**src/pkg/tgb_pkg.sv**
```systemverilog
// Constants, entry layouts and states of the telegram bus master.
// Assumes one 250 MHz clock and a plain 8-bit register port.
//
// Notes on behaviour
// - Collision sets arbitration lost, flushes transmit FIFO
// - Transmit FIFO writes ignored while arbitration lost
// - Interrupt source ORs five status flags
// - Two-bit receive state: passive/active, low/high
// - Pulse width holds last non-T high time
// - Receive length describes front receive entry
// - Receive field read clears data lost
// - Field type one for address, zero data
// - End-of-field marks last entry of field
// - Length code 1-7 bits, zero means eight
// - Only final entry may be partial
// - Receive field read pops front entry
// - Busy set on write, cleared after T
// - Flush empties FIFO, clears valid, self-clears
// - Empty reads one with no telegram queued
// - Run set resets all but four registers
// - Internal reset empties, zeroes, idles, passive high
// - Clock master drives continuous T symbols
// - Two T symbols set valid, non-T clears
`default_nettype none
package tgb_pkg;

  // Register offsets
  localparam logic [2:0] A_CTRL0 = 3'h0;
  localparam logic [2:0] A_CTRL1 = 3'h1;
  localparam logic [2:0] A_STAT0 = 3'h2;
  localparam logic [2:0] A_RXLEN = 3'h3;
  localparam logic [2:0] A_TXLEN = 3'h4;
  localparam logic [2:0] A_TXADR = 3'h5;
  localparam logic [2:0] A_TXDAT = 3'h6;
  localparam logic [2:0] A_RXFLD = 3'h7;

  // Reset values
  localparam logic [7:0] CTRL0_RST = 8'h00;
  localparam logic [7:0] CTRL1_RST = 8'h00;

  // Time of one 1/64 step at prescaler zero, and its cycle count
  localparam int CLK_NS  = 4;
  localparam int SUB_NS  = 16;
  localparam int SUB_CYC = (SUB_NS + CLK_NS - 1) / CLK_NS;

  // Bit-time positions in 1/64 steps
  localparam logic [5:0] TX_LOW0 = 6'h0F;
  localparam logic [5:0] TX_LOW1 = 6'h1F;
  localparam logic [5:0] TX_REL  = 6'h37;
  localparam logic [5:0] PW_ONE  = 6'h17;
  localparam logic [5:0] PW_T    = 6'h2B;
  localparam logic [5:0] PW_MIN  = 6'h04;
  localparam logic [5:0] COL_LO  = 6'h11;
  localparam logic [5:0] COL_HI  = 6'h1E;
  localparam logic [6:0] IDLE_LIM = 7'h60;

  // Receive states
  localparam logic [1:0] ST_PL = 2'h0;
  localparam logic [1:0] ST_PH = 2'h1;

  // Receive FIFO entry
  typedef struct packed {
    logic       field_type_flag;
    logic       eof;
    logic [2:0] len;
    logic [7:0] data;
  } tgb_rx_ent_t;

  // Transmit FIFO entry
  typedef struct packed {
    logic       addr;
    logic       first;
    logic [2:0] len;
    logic [7:0] data;
  } tgb_tx_ent_t;

  // Transmitter telegram state
  typedef enum logic {TX_IDLE, TX_FIELD} tgb_tx_st_t;

endpackage
`default_nettype wire

```
**src/logic/tgb_master.sv**
```systemverilog
// Telegram bus master: register port, FIFOs, bit timing, flags.
// Assumes the bus pin is open drain with an external pull-up.
`timescale 1ns/100ps
`default_nettype none

////////////////////////////////////////////////////////////////////////
// Flip-flop FIFO, depth a power of two
module tgb_fifo #(
  parameter int W = 13,
  parameter int D = 4
) (
  // Clock and clear
  input  wire logic         clk,
  input  wire logic         clr,
  // Fill side
  input  wire logic         push,
  input  wire logic [W-1:0] din,
  output logic              full,
  // Drain side
  input  wire logic         pop,
  output logic [W-1:0]      dout,
  output logic              empty
);
  localparam int AW = $clog2(D);
  logic [W-1:0]  mem_r [D];  // Storage
  logic [AW-1:0] wp_r;       // Write index
  logic [AW-1:0] rp_r;       // Read index
  logic [AW:0]   n_r;        // Fill level
  wire           do_push;
  wire           do_pop;

  // Refuse push when full, pop when empty
  assign do_push = push && !full;
  assign do_pop  = pop && !empty;
  assign full    = (n_r == (AW+1)'(D));
  assign empty   = (n_r == '0);
  assign dout    = mem_r[rp_r];

  // Storage write
  always_ff @(posedge clk) begin
    if (do_push) begin
      mem_r[wp_r] <= din;
    end
  end

  // Pointers and level
  always_ff @(posedge clk) begin
    if (clr) begin
      wp_r <= '0;
      rp_r <= '0;
      n_r  <= '0;
    end else begin
      wp_r <= wp_r + {{(AW-1){1'b0}}, do_push};
      rp_r <= rp_r + {{(AW-1){1'b0}}, do_pop};
      n_r  <= n_r + {{AW{1'b0}}, do_push} - {{AW{1'b0}}, do_pop};
    end
  end
endmodule

////////////////////////////////////////////////////////////////////////
// Top level
module tgb_master #(
  parameter int RX_DEPTH = 4,
  parameter int TX_DEPTH = 4
) (
  // Clock and resets
  input  wire logic       clk,
  input  wire logic       reset,
  input  wire logic       standby,
  // Register port
  input  wire logic [2:0] reg_addr,
  input  wire logic [7:0] reg_wdata,
  input  wire logic       reg_wr,
  input  wire logic       reg_rd,
  output logic [7:0]      reg_rdata,
  // Bus pin
  input  wire logic       bus_in,
  output logic            bus_out,
  output logic            bus_oe_n,
  // Interrupt
  output logic            int_src,
  output logic            int_req
);
  ////////////////////////////////////////////////////////////////////////
  // Declarations
  logic [7:0] ctrl0_r, ctrl1_r;        // Control registers
  logic       rdl_r, tgv_r, pv_r;      // Status flags
  logic       err_r, arb_r;            // Error flags
  logic [5:0] pw_r;                    // Pulse width
  logic       bus_m_r, bus_s_r;        // Pin synchroniser
  logic       bus_d_r;                 // Previous level
  logic [7:0] pre_r;                   // Step prescaler
  logic [5:0] cnt_r;                   // Bit-time counter
  logic [6:0] idle_r;                  // Steps since edge
  logic [1:0] stp_r;                   // Previous state
  logic [2:0] trun_r;                  // Consecutive T count
  logic [7:0] rsh_r;                   // Receive shifter
  logic [3:0] rn_r;                    // Bits in shifter
  logic       rtyp_r;                  // Field type latch
  logic [7:0] tsh_r;                   // Transmit shifter
  logic [3:0] tleft_r;                 // Bits left
  logic       ton_r, tbit_r;           // Current bit
  logic       busy_r;                  // Busy flag
  logic [2:0] txlen_r;                 // Pending length code
  logic       oe_n_r;                  // Pin enable
  logic [7:0] rdata_r;                 // Read data
  tgb_pkg::tgb_tx_st_t tst_r;          // Telegram state
  tgb_pkg::tgb_rx_ent_t rxf, rx_ent;   // Receive entries
  tgb_pkg::tgb_tx_ent_t txf, tx_ent;   // Transmit entries
  wire        rx_full, rx_empty, tx_full, tx_empty;

  // Control fields
  wire        run   = ctrl0_r[7];
  wire        bus_clock_generate   = ctrl0_r[6];
  wire        act   = ctrl0_r[5];
  wire        external_only_receive   = ctrl0_r[4];
  wire [2:0]  psc   = ctrl0_r[2:0];
  wire [3:0]  phase = ctrl1_r[3:0];

  ////////////////////////////////////////////////////////////////////////
  // Register decode
  wire wr_c0   = reg_wr && reg_addr == tgb_pkg::A_CTRL0;
  wire wr_c1   = reg_wr && reg_addr == tgb_pkg::A_CTRL1;
  wire wr_s0   = reg_wr && reg_addr == tgb_pkg::A_STAT0;
  wire wr_tl   = reg_wr && reg_addr == tgb_pkg::A_TXLEN;
  wire rd_fld  = reg_rd && reg_addr == tgb_pkg::A_RXFLD;
  wire wr_adr  = reg_wr && (reg_addr == tgb_pkg::A_TXADR || reg_addr == tgb_pkg::A_RXFLD);
  wire wr_fst  = reg_wr && (reg_addr == tgb_pkg::A_TXADR || reg_addr == tgb_pkg::A_TXDAT);
  wire tx_wr   = wr_fst || (reg_wr && (reg_addr == tgb_pkg::A_RXLEN || reg_addr == tgb_pkg::A_RXFLD));
  wire flush   = wr_tl && reg_wdata[6];
  wire run_set = wr_c0 && reg_wdata[7] && !run;
  // Full reset versus internal reset
  wire full_rst = reset || standby;
  wire sr       = full_rst || !run || run_set;

  ////////////////////////////////////////////////////////////////////////
  // Bit timing and symbol detection
  wire       rise    = bus_s_r && !bus_d_r;
  wire       fall    = !bus_s_r && bus_d_r;
  wire [7:0] pre_lim = 8'(({5'h00, psc} + 8'h01) * tgb_pkg::SUB_CYC - 1);
  wire       tick    = pre_r == pre_lim;
  wire [5:0] hi      = cnt_r + {5'h00, tick} - {2'b00, phase}; // Counts the step ending at this edge
  wire       sym_t   = hi >= tgb_pkg::PW_T;
  wire       sym_bit = hi >= tgb_pkg::PW_ONE;
  wire       rx_sym  = fall && act;
  wire       passive = idle_r == tgb_pkg::IDLE_LIM;
  wire [1:0] rstate  = {!passive, bus_s_r};
  wire       pv_set  = rstate != stp_r && (stp_r == tgb_pkg::ST_PH ||
                       rstate == tgb_pkg::ST_PH || rstate == tgb_pkg::ST_PL);
  wire       err_bit = rx_sym && hi < tgb_pkg::PW_MIN;

  ////////////////////////////////////////////////////////////////////////
  // Receive path
  wire       own     = external_only_receive && tst_r == tgb_pkg::TX_FIELD;
  wire       rx_t    = rx_sym && sym_t && !own;
  wire       rx_n    = rx_sym && !sym_t && !own;
  wire       rx_push = (rx_n && rn_r == 4'h8) || (rx_t && rn_r != 4'h0);
  wire       rdl_set = rx_push && rx_full;
  wire       tgv_set = rx_sym && sym_t && trun_r != 3'h0;
  // Entry: end marked on T, partial length only there
  assign rx_ent.field_type_flag = rtyp_r;
  assign rx_ent.eof  = rx_t;
  assign rx_ent.len  = rx_t ? rn_r[2:0] : 3'h0;
  assign rx_ent.data = rsh_r;

  ////////////////////////////////////////////////////////////////////////
  // Transmit path
  wire       col     = act && ton_r && tbit_r && !bus_s_r &&
                       cnt_r >= tgb_pkg::COL_LO && cnt_r <= tgb_pkg::COL_HI;
  wire       tx_push = tx_wr && !arb_r && !tx_full;
  wire       tx_clr  = sr || col || flush;
  wire [3:0] tn      = (txf.len == 3'h0) ? 4'h8 : {1'b0, txf.len};
  wire       start   = !txf.first || (txf.addr ? trun_r >= 3'h4 : trun_r == 3'h1);
  wire       bnd     = rise && act;
  wire       cont    = bnd && tleft_r != 4'h0;
  wire       load    = bnd && tleft_r == 4'h0 && !tx_empty && start;
  wire [5:0] low_at  = tbit_r ? tgb_pkg::TX_LOW1 : tgb_pkg::TX_LOW0;
  wire       drive   = (bus_clock_generate && cnt_r >= tgb_pkg::TX_REL) ||
                       (ton_r && cnt_r >= low_at && cnt_r < tgb_pkg::TX_REL);
  wire       busy_clr = rx_sym && sym_t && tx_empty && tleft_r == 4'h0 && !ton_r;
  // Length code applies to first byte only
  assign tx_ent.addr  = wr_adr;
  assign tx_ent.first = wr_fst;
  assign tx_ent.len   = wr_fst ? txlen_r : 3'h0;
  assign tx_ent.data  = reg_wdata;

  ////////////////////////////////////////////////////////////////////////
  // FIFOs
  tgb_fifo #(.W($bits(tgb_pkg::tgb_rx_ent_t)), .D(RX_DEPTH)) u_rxf (
    .clk   (clk),
    .clr   (sr),
    .push  (rx_push),
    .din   (rx_ent),
    .full  (rx_full),
    .pop   (rd_fld),
    .dout  (rxf),
    .empty (rx_empty)
  );

  tgb_fifo #(.W($bits(tgb_pkg::tgb_tx_ent_t)), .D(TX_DEPTH)) u_txf (
    .clk   (clk),
    .clr   (tx_clr),
    .push  (tx_push),
    .din   (tx_ent),
    .full  (tx_full),
    .pop   (load),
    .dout  (txf),
    .empty (tx_empty)
  );

  ////////////////////////////////////////////////////////////////////////
  // Read mux and interrupt
  wire [7:0] rxlen_b = rx_empty ? {rdl_r, 7'h00} :
                       {rdl_r, 1'b1, rxf.field_type_flag, rxf.eof, 1'b0, rxf.len};
  wire [7:0] rd_mux  =
    reg_addr == tgb_pkg::A_CTRL0 ? ctrl0_r :
    reg_addr == tgb_pkg::A_CTRL1 ? ctrl1_r :
    reg_addr == tgb_pkg::A_STAT0 ? {rdl_r, !rx_empty, !tx_full, tgv_r, pv_r, err_r, 1'b0, arb_r} :
    reg_addr == tgb_pkg::A_RXLEN ? rxlen_b :
    reg_addr == tgb_pkg::A_TXLEN ? {busy_r, tx_empty, 6'h00} :
    reg_addr == tgb_pkg::A_TXADR ? {rstate, pw_r} :
    reg_addr == tgb_pkg::A_RXFLD ? (rx_empty ? 8'h00 : rxf.data) : 8'h00;
  assign int_src = rdl_r || !rx_empty || !tx_full || tgv_r || pv_r;
  assign int_req = ctrl1_r[7] && (rdl_r || (!rx_empty && ctrl1_r[6]) ||
                   (!tx_full && ctrl1_r[5]) || tgv_r || pv_r);
  assign reg_rdata = rdata_r;
  assign bus_out   = 1'b0;
  assign bus_oe_n  = oe_n_r;

  ////////////////////////////////////////////////////////////////////////
  // Registers kept over internal reset
  always_ff @(posedge clk) begin
    if (full_rst) begin
      ctrl0_r <= tgb_pkg::CTRL0_RST;
      ctrl1_r <= tgb_pkg::CTRL1_RST;
    end else begin
      ctrl0_r <= wr_c0 ? reg_wdata : ctrl0_r;
      ctrl1_r <= wr_c1 ? reg_wdata : ctrl1_r;
    end
  end

  // Status flags: set wins over clear
  always_ff @(posedge clk) begin
    if (full_rst) begin
      {rdl_r, tgv_r, pv_r, err_r, arb_r} <= 5'h00;
      pw_r <= 6'h00;
    end else begin
      rdl_r <= rdl_set || (rdl_r && !rd_fld);
      tgv_r <= tgv_set || (tgv_r && !(rx_sym && !sym_t) && !flush &&
               !(wr_s0 && !reg_wdata[4]));
      pv_r  <= (run && pv_set) || (pv_r && !(wr_s0 && !reg_wdata[3]));
      err_r <= col || err_bit || (err_r && !(wr_s0 && !reg_wdata[2]));
      arb_r <= col || (arb_r && !(wr_s0 && !reg_wdata[0]));
      pw_r  <= (fall && !sym_t) ? hi : pw_r;
    end
  end

  // Read data, one cycle after the strobe only
  always_ff @(posedge clk) begin
    if (reset) begin
      rdata_r <= 8'h00;
    end else begin
      rdata_r <= reg_rd ? rd_mux : 8'h00;
    end
  end

  ////////////////////////////////////////////////////////////////////////
  // Bit logic: passive high after internal reset
  always_ff @(posedge clk) begin
    if (sr) begin
      bus_m_r <= 1'b1;
      bus_s_r <= 1'b1;
      bus_d_r <= 1'b1;
      pre_r   <= 8'h00;
      cnt_r   <= 6'h00;
      idle_r  <= tgb_pkg::IDLE_LIM;
      stp_r   <= tgb_pkg::ST_PH;
      oe_n_r  <= 1'b1;
    end else begin
      bus_m_r <= bus_in;
      bus_s_r <= bus_m_r;
      bus_d_r <= bus_s_r;
      pre_r   <= tick ? 8'h00 : pre_r + 8'h01;
      cnt_r   <= rise ? {2'b00, phase} : cnt_r + {5'h00, tick};
      idle_r  <= (rise || fall) ? 7'h00 : idle_r + {6'h00, tick && !passive};
      stp_r   <= rstate;
      oe_n_r  <= !drive;
    end
  end

  // Receive shifter and field tracking
  always_ff @(posedge clk) begin
    if (sr) begin
      trun_r <= 3'h0;
      rsh_r  <= 8'h00;
      rn_r   <= 4'h0;
      rtyp_r <= 1'b0;
    end else begin
      if (rx_sym) begin
        trun_r <= !sym_t ? 3'h0 : (trun_r == 3'h4 ? trun_r : trun_r + 3'h1);
      end
      if (rx_t) begin
        rn_r <= 4'h0;
      end else if (rx_n) begin
        rsh_r  <= (rn_r == 4'h0 || rn_r == 4'h8) ? {7'h00, sym_bit} : {rsh_r[6:0], sym_bit};
        rn_r   <= (rn_r == 4'h8) ? 4'h1 : rn_r + 4'h1;
        rtyp_r <= (rn_r == 4'h0) ? tgv_r : rtyp_r;
      end
    end
  end

  // Transmitter: loads at a bit boundary once no bits are left
  always_ff @(posedge clk) begin
    if (sr) begin
      tsh_r   <= 8'h00;
      tleft_r <= 4'h0;
      ton_r   <= 1'b0;
      tbit_r  <= 1'b0;
      tst_r   <= tgb_pkg::TX_IDLE;
      busy_r  <= 1'b0;
      txlen_r <= 3'h0;
    end else begin
      busy_r  <= tx_push || (busy_r && !busy_clr);
      txlen_r <= wr_tl ? reg_wdata[2:0] : (tx_push && wr_fst ? 3'h0 : txlen_r);
      if (col) begin
        tleft_r <= 4'h0;
        ton_r   <= 1'b0;
        tst_r   <= tgb_pkg::TX_IDLE;
      end else if (flush) begin
        tleft_r <= 4'h0;
      end else if (cont) begin
        tbit_r  <= tsh_r[3'(tleft_r - 4'h1)];
        tleft_r <= tleft_r - 4'h1;
        ton_r   <= 1'b1;
      end else if (load) begin
        tsh_r   <= txf.data;
        tbit_r  <= txf.data[3'(tn - 4'h1)];
        tleft_r <= tn - 4'h1;
        ton_r   <= 1'b1;
        tst_r   <= tgb_pkg::TX_FIELD;
      end else if (bnd) begin
        ton_r   <= 1'b0;
        tst_r   <= tx_empty ? tgb_pkg::TX_IDLE : tst_r;
      end
    end
  end

  ////////////////////////////////////////////////////////////////////////
  // Checks
  a_arb_flush: assert property (@(posedge clk) disable iff (sr)
    col |=> arb_r && tx_empty) else $error("collision did not flush");
  a_arb_block: assert property (@(posedge clk) disable iff (sr)
    arb_r && tx_empty && tx_wr |=> tx_empty) else $error("write taken while arb lost");
  a_int_src: assert property (@(posedge clk) disable iff (reset)
    $rose(tgv_r) |-> int_src) else $error("interrupt source missing");
  a_pw_hold: assert property (@(posedge clk) disable iff (full_rst)
    fall && !sym_t |=> pw_r == $past(hi)) else $error("pulse width not captured");
  a_len_mirror: assert property (@(posedge clk) disable iff (reset)
    reg_rd && reg_addr == tgb_pkg::A_RXLEN && !rx_empty
    |=> reg_rdata[6] && reg_rdata[2:0] == $past(rxf.len)) else $error("length not mirrored");
  a_rdl_clear: assert property (@(posedge clk) disable iff (full_rst)
    rd_fld && !rdl_set |=> !rdl_r) else $error("data lost not cleared");
  a_nonfinal_len: assert property (@(posedge clk) disable iff (sr)
    rx_push && !rx_ent.eof |-> rx_ent.len == 3'h0) else $error("partial non-final entry");
  a_flush_clear: assert property (@(posedge clk) disable iff (sr)
    flush && !tgv_set |=> !tgv_r && tx_empty) else $error("flush incomplete");
  a_busy_set: assert property (@(posedge clk) disable iff (sr)
    tx_push |=> busy_r [*2]) else $error("busy not set");
  a_empty_reset: assert property (@(posedge clk)
    sr |=> tx_empty && rx_empty && cnt_r == 6'h00) else $error("internal reset incomplete");
  a_master_t: assert property (@(posedge clk) disable iff (sr)
    bus_clock_generate && cnt_r >= tgb_pkg::TX_REL |=> !bus_oe_n) else $error("clock master not driving");
endmodule

`default_nettype wire

```
**config.mk**
```make
export PLATFORM = sky130hd
export DESIGN_NAME = tgb_master
export DESIGN_NICKNAME = d
export VERILOG_FILES = /design/src/pkg/tgb_pkg.sv /design/src/logic/tgb_master.sv
export SDC_FILE = /design/constraint.sdc
export NUM_CORES = 1
export LEC_CHECK = 0
export BUFFER_PORTS_ARGS = -buffer_cell sky130_fd_sc_hd__buf_2
export CORE_MARGIN = 2
export CORE_UTILIZATION = 50
export CTS_BUF_LIST = sky130_fd_sc_hd__clkbuf_4 sky130_fd_sc_hd__clkbuf_8
export DETAILED_ROUTE_END_ITERATION = 10
export HOLD_SLACK_MARGIN = 0.08
export MAX_ROUTING_LAYER = met4
export PLACE_DENSITY = 0.66
export SYNTH_ARGS = -nofsm -noshare
export SYNTH_HDL_FRONTEND = slang
export SYNTH_SLANG_ARGS = --single-unit
```
**constraint.sdc**
```tcl
create_clock -name clk -period 6.5 [get_ports clk]
set_clock_uncertainty 0.2 [all_clocks]
set_input_delay 0 -clock clk [delete_from_list [all_inputs] [get_ports clk]]
set_output_delay 0 -clock clk [all_outputs]
set_load 0.05 [all_outputs]
```
==> qor_table.md, run 1 <==
| Result | Value |
|:---|:---|
| Critical path class | flop to flop |
| Final number of hold-violating endpoints | 0 |
| Tcrit/Tclk final | 90.9% |
| Site Rows | 50 |
| Pin count of the biggest net entering global routing | 35 |
| Total grt overflow | 0 |
| Top_reg_cell synth | sky130_fd_sc_hd__dfxtp_1 |
| Number of buffers inserted by post-CTS setup repair | 0 |
| Syn Area/Cell | 11.6 µm² |
| Fraction of final layout cells with drive strength greater than 1 | 16.4% |
| Transition time at the pin with the least slew margin | 1190 ps |
| Wire length of the first global-routing pass | 36.8 mm |
| Number of port buffers | 27 |
| Initial Util | 51.2% |
| Number of gates resized after CTS | 0 |
| Chip Height | 143 µm |
| Layout-stage area growth over the synthesis result | 14.8% |
| Largest vdd supply drop | 0.193 mV |
| Antenna violations before repair | 0 |
| Pins Over Slew Limit | 0 |
| Pre-Repair DR Iteration Count | 5 |
| Clock latency on the worst-skew pair | 540 ps |
| Post-Place Cells | 1096 |
| Area share of the largest cell type after synthesis | 32.4% |
| RSZ-0062 raised after global routing | no |
| Number of synthesized register bits | 214 |
| Post-route minimum period | 5910 ps |
| Post-synthesis net count | 881 |
| Combined global-route utilization of all metal layers | 23.9% |
| Inserted Clock Buffers | 37 |
| I/O pin total | 29 |
| Die area | 20400 µm² |
| HPWL after detailed placement | 15.8 mm |
| Worst setup slack after placement | 668 ps |
| Max capacitance violation total | 0 |
| Endpoint required time on the critical path | 6730 ps |
| Final design area excluding fillers | 11100 µm² |
| Final antenna diode count | 0 |
| Warnings, synthesis | 0 |
| Fin nets | 950 |
| Setup slack of the most critical reg-to-reg path | 590 ps |
| Unique masters post-synth | 73 |
| Critical Path End Type | flop |
| Post-synthesis cell type with the largest combined area | sky130_fd_sc_hd__edfxtp_1 |
| Standby leakage power | 3.89 nW |
| Power density relative to cell area | 245 nW/µm² |
| TritonCTS clock tree | built |
| Max-Slew Margin vs Limit | 20.3% |
| Clock Path Buffers | 3 |
| Worst-path fanout max | 13 |
| Startpoint class of the critical path | flop |
| Final count of negative-setup-slack endpoints | 0 |
| Top cells by area in the synthesized netlist | sky130_fd_sc_hd__edfxtp_1 (32%), sky130_fd_sc_hd__dfxtp_1 (23%), sky130_fd_sc_hd__mux4_2 (6.5%) |
| Via count | 6694 |
| Class of the worst hold path | input pin to flop |
| Commonest cells post-synth | sky130_fd_sc_hd__dfxtp_1 (110), sky130_fd_sc_hd__edfxtp_1 (104), sky130_fd_sc_hd__nor2_1 (82) |
| Number of synthesized flops with an enable pin | 104 |
| Standard cell area after detailed placement | 10100 µm² |
| Library cell with the highest instance count after synthesis | sky130_fd_sc_hd__dfxtp_1 |
| Part of the Yosys area used for sequential elements | 55.2% |
| # clock sinks | 214 |
| CTS H-tree depth | 2 |
| Count of mapped cells out of synthesis | 832 |
| Fillcell total | 1546 |
| Final RePlAce weighted congestion | 0.916 |
| Area inside the core boundary | 18800 µm² |
| Post-Syn Area | 9640 µm² |
| Worst endpoint data arrival time | 6140 ps |
| Status | completed |
| Post-Route Setup TNS | 0 ps |
| Number of global-route vias before repair | 7024 |
| Post-Route WL | 22.9 mm |
| DRC errors left | 0 |
| Vias per Instance | 5.63 |
| Maximum clock rate | 169 MHz |
| Clock transition time at the flip-flop clock pins of the worst setup and hold paths | 60 ps |
| Detailed router's first-iteration violation count | 400 |
| Clk root buf | sky130_fd_sc_hd__clkbuf_8 |
| Routed Antenna Nets | 0 |
| WL/cell | 19.2 µm |
| Overall die width | 143 µm |
| Final Worst Setup Slack | 590 ps |
| Non-filler instance count after layout | 1188 |
| Proportion of synthesized flip-flops having asynchronous set or reset | 0% |
## logic make-up (layout without fill, tap and decap cells)
family                   after synthesis  count (layout)  synth area share, %
flip-flops                           214             214                 55.2
buffers and inverters                 69             165                 2.93
AND/OR/NAND/NOR                      282             282                 14.2
XOR/XNOR                              34              34                 3.17
AO/OA/AOI/OAI                        131             131                 9.18
multiplexers                          68              68                 10.7
adder cells (fa/ha/maj)               33              33                 4.49
other                                  1               1               0.0389
## per-layer routing
layer	global-route usage, %	up-vias	routed length (µm)
li1	-	3182	-
met1	29.5	3304	9900
met2	39.5	154	11400
met3	3.86	54	888
met4	10.1	0	697
met5	-	-	0
## registers in the layout, indices dropped and copies added, names as in the netlist, 6 cells and up
name         count
u_txf.mem_r     52
idle_r           7
ctrl0_r          8
tsh_r            8
rsh_r            8
pw_r             6
u_rxf.mem_r     52
pre_r            8
ctrl1_r          8
reg_rdata        8
cnt_r            6
## through the flow
stage	power [mW]	utilization, %	hold slack, ps
floorplan	1.49	-	-101
global placement	1.52	53.5	-9.00
detailed placement	1.52	53.5	-13.7
CTS	2.74	58.8	92.9
global route	2.81	58.8	126
finish	2.71	58.8	110
## critical path, stage by stage, from the launching register on
cell	delay [ps]
sky130_fd_sc_hd__dfxtp_1	450
sky130_fd_sc_hd__ha_1	320
sky130_fd_sc_hd__or2_2	280
sky130_fd_sc_hd__a21boi_0	210
sky130_fd_sc_hd__o21ai_0	170
sky130_fd_sc_hd__xor2_1	180
sky130_fd_sc_hd__nand4_1	160
sky130_fd_sc_hd__inv_1	60
sky130_fd_sc_hd__ha_1	200
sky130_fd_sc_hd__ha_1	320
sky130_fd_sc_hd__inv_1	60
sky130_fd_sc_hd__fa_1	540
sky130_fd_sc_hd__o21ai_0	250
sky130_fd_sc_hd__nand4_1	150
sky130_fd_sc_hd__o2bb2ai_2	560
sky130_fd_sc_hd__a31oi_1	400
sky130_fd_sc_hd__nor2_1	250
sky130_fd_sc_hd__ha_1	170
sky130_fd_sc_hd__inv_1	50
sky130_fd_sc_hd__fa_1	410
sky130_fd_sc_hd__xor2_1	190
sky130_fd_sc_hd__xnor2_1	150
sky130_fd_sc_hd__nor2_1	60
## power by group
group,total [mW],internal (mW),switching [mW]
Sequential,1.41,1.41,0.00215
Clock,1.21,0.652,0.558
Combinational,0.0884,0.0320,0.0564
## path summary, 6_finish.rpt
check / start / to / cells past startpoint
max: ctrl0_r[0] / u_rxf.n_r[2] / 22
min: reg_wdata[5] / ctrl1_r[5] / 4
max reg2reg: ctrl0_r[0] / u_rxf.n_r[2] / 22
min reg2reg: bus_m_r / bus_s_r / 1
## cell type report
type                       instances  area, µm²  share of cell area, %
sequential                       214       5330                   48.1
clock buffer                      52        647                   5.85
timing repair buffer              67        500                   4.52
inverter                          32        120                   1.09
clock inverter                    14       87.6                  0.791
tap                              260        325                   2.94
multi-input combinational        549       4060                   36.7
## repair_timing
item | CTS | global route
endpoints found under the setup margin | 0 | 0
hold buffers | 26 | 0
hold endpoints to repair | 102 | 0
## placed cells by master (no fill, tap or decap), drive strengths merged, types with 4 or more instances in the layout
cell,Yosys,layout
a211oi,10,10
a21oi,35,35
a22o,5,5
a22oi,5,5
a2bb2oi,4,4
a31oi,15,15
and2,14,14
and3,18,18
buf,13,41
clkbuf,24,52
clkinv,0,11
dfxtp,110,110
dlygate4sd3,0,26
edfxtp,104,104
ha,29,29
inv,32,34
mux2i,37,37
mux4,28,28
nand2,81,81
nand2b,5,5
nand3,24,24
nand4,4,4
nor2,82,82
nor2b,7,7
nor3,7,7
nor4,6,6
o211ai,6,6
o21ai,24,24
or2,6,6
or3,11,11
xnor2,21,21
xor2,13,13
(Power assumes the default switching activity.)
==> inputs of run 2 (changes only) <==
--- a/config.mk
+++ b/config.mk
@@ -12,5 +12,6 @@
 export DETAILED_ROUTE_END_ITERATION = 10
-export HOLD_SLACK_MARGIN = 0.08
+export HOLD_SLACK_MARGIN = 0.05
 export MAX_ROUTING_LAYER = met4
 export PLACE_DENSITY = 0.66
+export REMOVE_ABC_BUFFERS = 1
 export SYNTH_ARGS = -nofsm -noshare
--- a/constraint.sdc
+++ b/constraint.sdc
@@ -4,2 +4,2 @@
 set_output_delay 0 -clock clk [all_outputs]
-set_load 0.05 [all_outputs]
+set_load 0.005 [all_outputs]
==> run 2 against run 1 <==
Net effect:
- cell area rose by 0.35%
- sequential share of layout area is 0.17 points lower
- combinational power shrank 9.3%
- first-iteration DRC count increased by 12%
- via count is 2.6% higher
- highest routed layer unchanged
==> qor_table.md, run 2 (same netlist as run 1, synthesis figures left out) <==
| Result | Value |
|:---|:---|
| Status | completed |
| # clock sinks | 214 |
| Layout-stage area growth over the synthesis result | 15.2% |
| Fin nets | 947 |
| Final number of hold-violating endpoints | 0 |
| I/O pin total | 29 |
| Pre-Repair DR Iteration Count | 5 |
| Setup slack of the most critical reg-to-reg path | 720 ps |
| Startpoint of the most critical setup path | ctrl0_r[0] |
| Critical path class | flop to flop |
| Max-Slew Margin vs Limit | 18.0% |
| Detailed router's first-iteration violation count | 449 |
| Most common cell after layout, fill and taps aside | sky130_fd_sc_hd__dfxtp_1 |
| Top metal layer carrying routed signals | met4 |
| Standard cell area after detailed placement | 10100 µm² |
| Transition time at the pin with the least slew margin | 1230 ps |
| Startpoint class of the critical path | flop |
| Non-filler instance count after layout | 1186 |
| Largest vdd supply drop | 0.183 mV |
| Max capacitance violation total | 0 |
| Final RePlAce weighted congestion | 0.910 |
| Endpoint required time on the critical path | 6660 ps |
| Vias per Instance | 5.79 |
| Wire length of the first global-routing pass | 37.1 mm |
| Total grt overflow | 0 |
| Pin count of the biggest net entering global routing | 35 |
| Clk root buf | sky130_fd_sc_hd__clkbuf_8 |
| Number of global-route vias before repair | 6930 |
| Tcrit/Tclk final | 88.9% |
| WL/cell | 19.4 µm |
| Initial Util | 51.2% |
| Inserted Clock Buffers | 38 |
| Reg-to-reg startpoint | ctrl0_r[0] |
| Worst-case hold slack | 96.1 ps |
| Number of buffers inserted by post-CTS setup repair | 0 |
| Site Rows | 50 |
| RSZ-0062 raised after global routing | no |
| Die area | 20400 µm² |
| Final cell utilization of the core | 59.0% |
| Sequential cell area | 5330 µm² |
| Fraction of final layout cells with drive strength greater than 1 | 16.9% |
| Maximum clock rate | 173 MHz |
| Class of the worst hold path | input pin to flop |
| HPWL after detailed placement | 15.7 mm |
| Routed met2 length | 11.3 mm |
| Worst setup slack after placement | 796 ps |
| Post-route minimum period | 5780 ps |
| TritonCTS clock tree | built |
| Registers with the highest flip-flop counts | u_rxf.mem_r: 52 flops, u_txf.mem_r: 52 flops |
| Via count | 6869 |
| Worst r2r dst | u_rxf.n_r[2] |
| Final count of negative-setup-slack endpoints | 0 |
| Most frequent cells in the layout | sky130_fd_sc_hd__dfxtp_1 (110), sky130_fd_sc_hd__edfxtp_1 (104), sky130_fd_sc_hd__nor2_1 (82) |
| Clock latency on the worst-skew pair | 530 ps |
| Standby leakage power | 3.92 nW |
| Routed Antenna Nets | 0 |
| Footprint of the multi-input gates | 4060 µm² |
| Final design area excluding fillers | 11100 µm² |
| Worst endpoint data arrival time | 5940 ps |
| DRC errors left | 0 |
| Worst Reg-to-Reg Cells | 24 |
| M1 WL | 10.0 mm |
| Area inside the core boundary | 18800 µm² |
| Overall die width | 143 µm |
| Pins Over Slew Limit | 0 |
| Critical path endpoint | u_rxf.n_r[2] |
| Combined global-route utilization of all metal layers | 24.3% |
| Clock Path Buffers | 3 |
| Overall power consumption | 2.84 mW |
| Clock transition time at the flip-flop clock pins of the worst setup and hold paths | 60 ps |
| Startpoint of the lowest-slack hold path | reg_wdata[5] |
| Wire length on met3 | 1.31 mm |
| Power density relative to cell area | 255 nW/µm² |
| Final Worst Setup Slack | 720 ps |
| Number of gates resized after CTS | 0 |
| Post-Route WL | 23.0 mm |
| Critical Path End Type | flop |
| Antenna violations before repair | 1 |
| Post-Route Setup TNS | 0 ps |
| CTS H-tree depth | 2 |
| Worst hold path depth | 2 |
| Worst-path fanout max | 13 |
| Number of port buffers | 27 |
| Chip Height | 143 µm |
| Fillcell total | 1531 |
| Post-Place Cells | 1098 |
==> run 2: changes by cell type in the layout (fill, tap and decap cells not counted), sizes merged <==
cell and change:
buf +2, bufinv +4, clkbuf +1, clkinv -2, diode +1, dlygate4sd3 -6, inv -2
==> run 2: worst min path at each step <==
stage	endpoint
2_1_floorplan	u_txf.mem_r[0][0]
3_3_place_gp	bus_m_r
3_5_place_dp	bus_m_r
4_1_cts	u_txf.mem_r[3][7]
5_1_grt	u_txf.mem_r[0][5]
6_report	u_txf.mem_r[0][5]
==> run 2: layout make-up <==
class / count / share of cell area [%]
Sequential cell: 214 / 47.9
Multi-Input combinational cell: 549 / 36.6
Clock buffer: 53 / 5.84
Timing Repair Buffer: 63 / 4.10
Tap cell: 260 / 2.93
Clock inverter: 14 / 1.51
Inverter: 32 / 1.08
Antenna cell: 1 / 0.0225
==> run 2: what timing repair did <==
item	4_1_cts	5_1_grt
endpoints found under the setup margin	0	0
hold endpoints to repair	98	0
hold buffers	20	0
==> run 2: critical path, stage by stage (launching register included) <==
cell                        delay, ps
sky130_fd_sc_hd__dfxtp_1          450
sky130_fd_sc_hd__ha_1             320
sky130_fd_sc_hd__or2_2            290
sky130_fd_sc_hd__a21boi_0         150
sky130_fd_sc_hd__o21ai_0          120
sky130_fd_sc_hd__xor2_1           200
sky130_fd_sc_hd__nand4_1          180
sky130_fd_sc_hd__inv_1             90
sky130_fd_sc_hd__ha_1             170
sky130_fd_sc_hd__ha_1             190
sky130_fd_sc_hd__xor2_1           220
sky130_fd_sc_hd__ha_1             340
sky130_fd_sc_hd__nor2b_1          180
sky130_fd_sc_hd__o21a_1           190
sky130_fd_sc_hd__or3_4            360
sky130_fd_sc_hd__o2bb2ai_2        130
sky130_fd_sc_hd__buf_4            200
sky130_fd_sc_hd__a31oi_1          630
sky130_fd_sc_hd__nor2_1           170
sky130_fd_sc_hd__ha_1             230
sky130_fd_sc_hd__inv_1             70
sky130_fd_sc_hd__fa_1             180
sky130_fd_sc_hd__xor2_1           180
sky130_fd_sc_hd__xnor2_1          130
sky130_fd_sc_hd__nor2_1            60
==> run 2: power by group <==
| group | internal (mW) | switching, mW |
|---|---|---|
| sequential | 1.41 | 0.00219 |
| clock | 0.803 | 0.539 |
| combinational | 0.0296 | 0.0506 |
| total | 2.24 | 0.592 |
==> run 2: per-layer routing <==
| layer | vias to the layer above | GRT usage (%) |
|---|---|---|
| li1 | 3178 | - |
| met1 | 3441 | 31.1 |
| met2 | 218 | 39.2 |
| met3 | 32 | 4.83 |
| met4 | 0 | 7.61 |
| met5 | - | - |
==> inputs of run 3 (changes only) <==
- CTS_CLUSTER_DIAMETER: not set -> 80
- REMOVE_ABC_BUFFERS: 1 -> not set
- TNS_END_PERCENT: not set -> 1
==> run 3 against run 2 <==
Net effect:
- non-clock buffer count unchanged
- worst setup slack got worse by 120 ps
- sequential power about the same
- die area unchanged
- global-route usage decreased by 0.45 points
- sequential cell count unchanged
- final cell count decreased by 0.17%
- clock power decreased by 9.7%
- utilization decreased by 0.42 points
- critical path depth decreased by 2
- critical path type unchanged
==> qor_table.md, run 3 (same netlist as run 1, synthesis figures left out) <==
| Result | Value |
|:---|:---|
| Startpoint of the lowest-slack hold path | reg_wdata[5] |
| Startpoint of the most critical setup path | ctrl0_r[0] |
| Fillcell total | 1545 |
| Clock transition time at the flip-flop clock pins of the worst setup and hold paths | 60 ps |
| Final number of hold-violating endpoints | 0 |
| DRC errors left | 0 |
| Final count of negative-setup-slack endpoints | 0 |
| Wire length of the first global-routing pass | 36.6 mm |
| Number of global-route vias before repair | 6999 |
| Worst endpoint data arrival time | 6130 ps |
| Critical path class | flop to flop |
| Detailed router's first-iteration violation count | 427 |
| Inserted Clock Buffers | 37 |
| Clock Path Buffers | 3 |
| TritonCTS clock tree | built |
| Overall power consumption | 2.70 mW |
| Status | completed |
| Worst-path fanout max | 13 |
| Class of the worst hold path | input pin to flop |
| Overall die width | 143 µm |
| Power density relative to cell area | 245 nW/µm² |
| Non-filler instance count after layout | 1184 |
| Via count | 6721 |
| Largest vdd supply drop | 0.193 mV |
| Most common cell after layout, fill and taps aside | sky130_fd_sc_hd__dfxtp_1 |
| RSZ-0062 raised after global routing | no |
| Vias per Instance | 5.68 |
| Fin nets | 946 |
| Setup slack of the most critical reg-to-reg path | 600 ps |
| Routed Antenna Nets | 0 |
| Initial Util | 51.2% |
| I/O pin total | 29 |
| Most frequent cells in the layout | sky130_fd_sc_hd__dfxtp_1 (110), sky130_fd_sc_hd__edfxtp_1 (104), sky130_fd_sc_hd__nor2_1 (82) |
| Clk root buf | sky130_fd_sc_hd__clkbuf_8 |
| Clock latency on the worst-skew pair | 540 ps |
| Worst Reg-to-Reg Cells | 22 |
| Pin count of the biggest net entering global routing | 35 |
| Max capacitance violation total | 0 |
| Footprint of the multi-input gates | 4060 µm² |
| HPWL after detailed placement | 15.8 mm |
| Number of port buffers | 27 |
| Registers with the highest flip-flop counts | u_rxf.mem_r: 52 flops, u_txf.mem_r: 52 flops |
| Worst r2r dst | u_rxf.n_r[2] |
| Sequential cell area | 5330 µm² |
| Tcrit/Tclk final | 90.8% |
| Combined global-route utilization of all metal layers | 23.8% |
| Worst hold path depth | 2 |
| Max-Slew Margin vs Limit | 20.6% |
| Final RePlAce weighted congestion | 0.916 |
| Endpoint required time on the critical path | 6730 ps |
| Post-Route WL | 22.7 mm |
| Total grt overflow | 0 |
| Site Rows | 50 |
| Maximum clock rate | 169 MHz |
| WHS Endpoint | u_txf.mem_r[2][5] |
| Critical Path End Type | flop |
| Antenna violations before repair | 0 |
| WL/cell | 19.2 µm |
| Layout-stage area growth over the synthesis result | 14.4% |
| Fraction of final layout cells with drive strength greater than 1 | 16.5% |
| # clock sinks | 214 |
| CTS H-tree depth | 2 |
| Worst-case hold slack | 73.3 ps |
| Final antenna diode count | 0 |
| Standby leakage power | 3.87 nW |
| Die area | 20400 µm² |
| Reg-to-reg startpoint | ctrl0_r[0] |
| Pre-Repair DR Iteration Count | 5 |
| Area inside the core boundary | 18800 µm² |
| Post-Place Cells | 1096 |
| Chip Height | 143 µm |
| Transition time at the pin with the least slew margin | 1190 ps |
| Pins Over Slew Limit | 0 |
| Post-Route Setup TNS | 0 ps |
| Startpoint class of the critical path | flop |
| Post-route minimum period | 5900 ps |
-- run 3: cell type report --
cell class / count / share of cell area (%)
clock buffer: 52 / 5.87
clock inverter: 14 / 0.794
inverter: 32 / 1.09
multi-input combinational: 549 / 36.8
sequential: 214 / 48.3
tap: 260 / 2.95
timing repair buffer: 63 / 4.18
-- run 3: worst max-delay path by stage --
stage               depth (start not counted)                end
floorplan                                  17  u_rxf.mem_r[1][0]
global placement                           22       u_rxf.n_r[2]
detailed placement                         22       u_rxf.n_r[2]
CTS                                        22       u_rxf.n_r[2]
global route                               23       u_rxf.n_r[2]
finish                                     22       u_rxf.n_r[2]
-- run 3: power breakdown --
part           switching, mW  internal (mW)
Clock                  0.554          0.652
Sequential           0.00215           1.41
Combinational         0.0512         0.0299
-- run 3: stage by stage --
stage,instance area (µm²),setup WS [ps],util (%)
floorplan,9640,967,-
global placement,10100,1020,53.5
detailed placement,10100,668,53.5
CTS,11000,668,58.6
global route,11000,200,58.6
finish,11000,595,58.6
-- run 3: repair_timing --
| item | 4_1_cts | 5_1_grt |
|---|---|---|
| endpoints found under the hold margin | 100 | 0 |
| setup buffers | 0 | 0 |
| hold buffers | 22 | 0 |
| gates resized for setup | 0 | 0 |
-- run 3: routing by layer --
layer | up-vias | GRT usage, % | wire, µm
li1 | 3181 | - | -
met1 | 3331 | 29.1 | 9780
met2 | 155 | 39.5 | 11400
met3 | 54 | 3.86 | 904
met4 | 0 | 10.1 | 694
met5 | - | - | 0
-- run 3: worst max-delay path, cell delays in order, from the launching register on --
cell                        delay (ps)
sky130_fd_sc_hd__dfxtp_1           450
sky130_fd_sc_hd__ha_1              320
sky130_fd_sc_hd__or2_2             280
sky130_fd_sc_hd__a21boi_0          210
sky130_fd_sc_hd__o21ai_0           170
sky130_fd_sc_hd__xor2_1            180
sky130_fd_sc_hd__nand4_1           160
sky130_fd_sc_hd__inv_1              60
sky130_fd_sc_hd__ha_1              210
sky130_fd_sc_hd__ha_1              320
sky130_fd_sc_hd__inv_1              60
sky130_fd_sc_hd__fa_1              540
sky130_fd_sc_hd__o21ai_0           250
sky130_fd_sc_hd__nand4_1           150
sky130_fd_sc_hd__o2bb2ai_2         560
sky130_fd_sc_hd__a31oi_1           400
sky130_fd_sc_hd__nor2_1            250
sky130_fd_sc_hd__ha_1              170
sky130_fd_sc_hd__inv_1              50
sky130_fd_sc_hd__fa_1              410
sky130_fd_sc_hd__xor2_1            190
sky130_fd_sc_hd__xnor2_1           150
sky130_fd_sc_hd__nor2_1             60
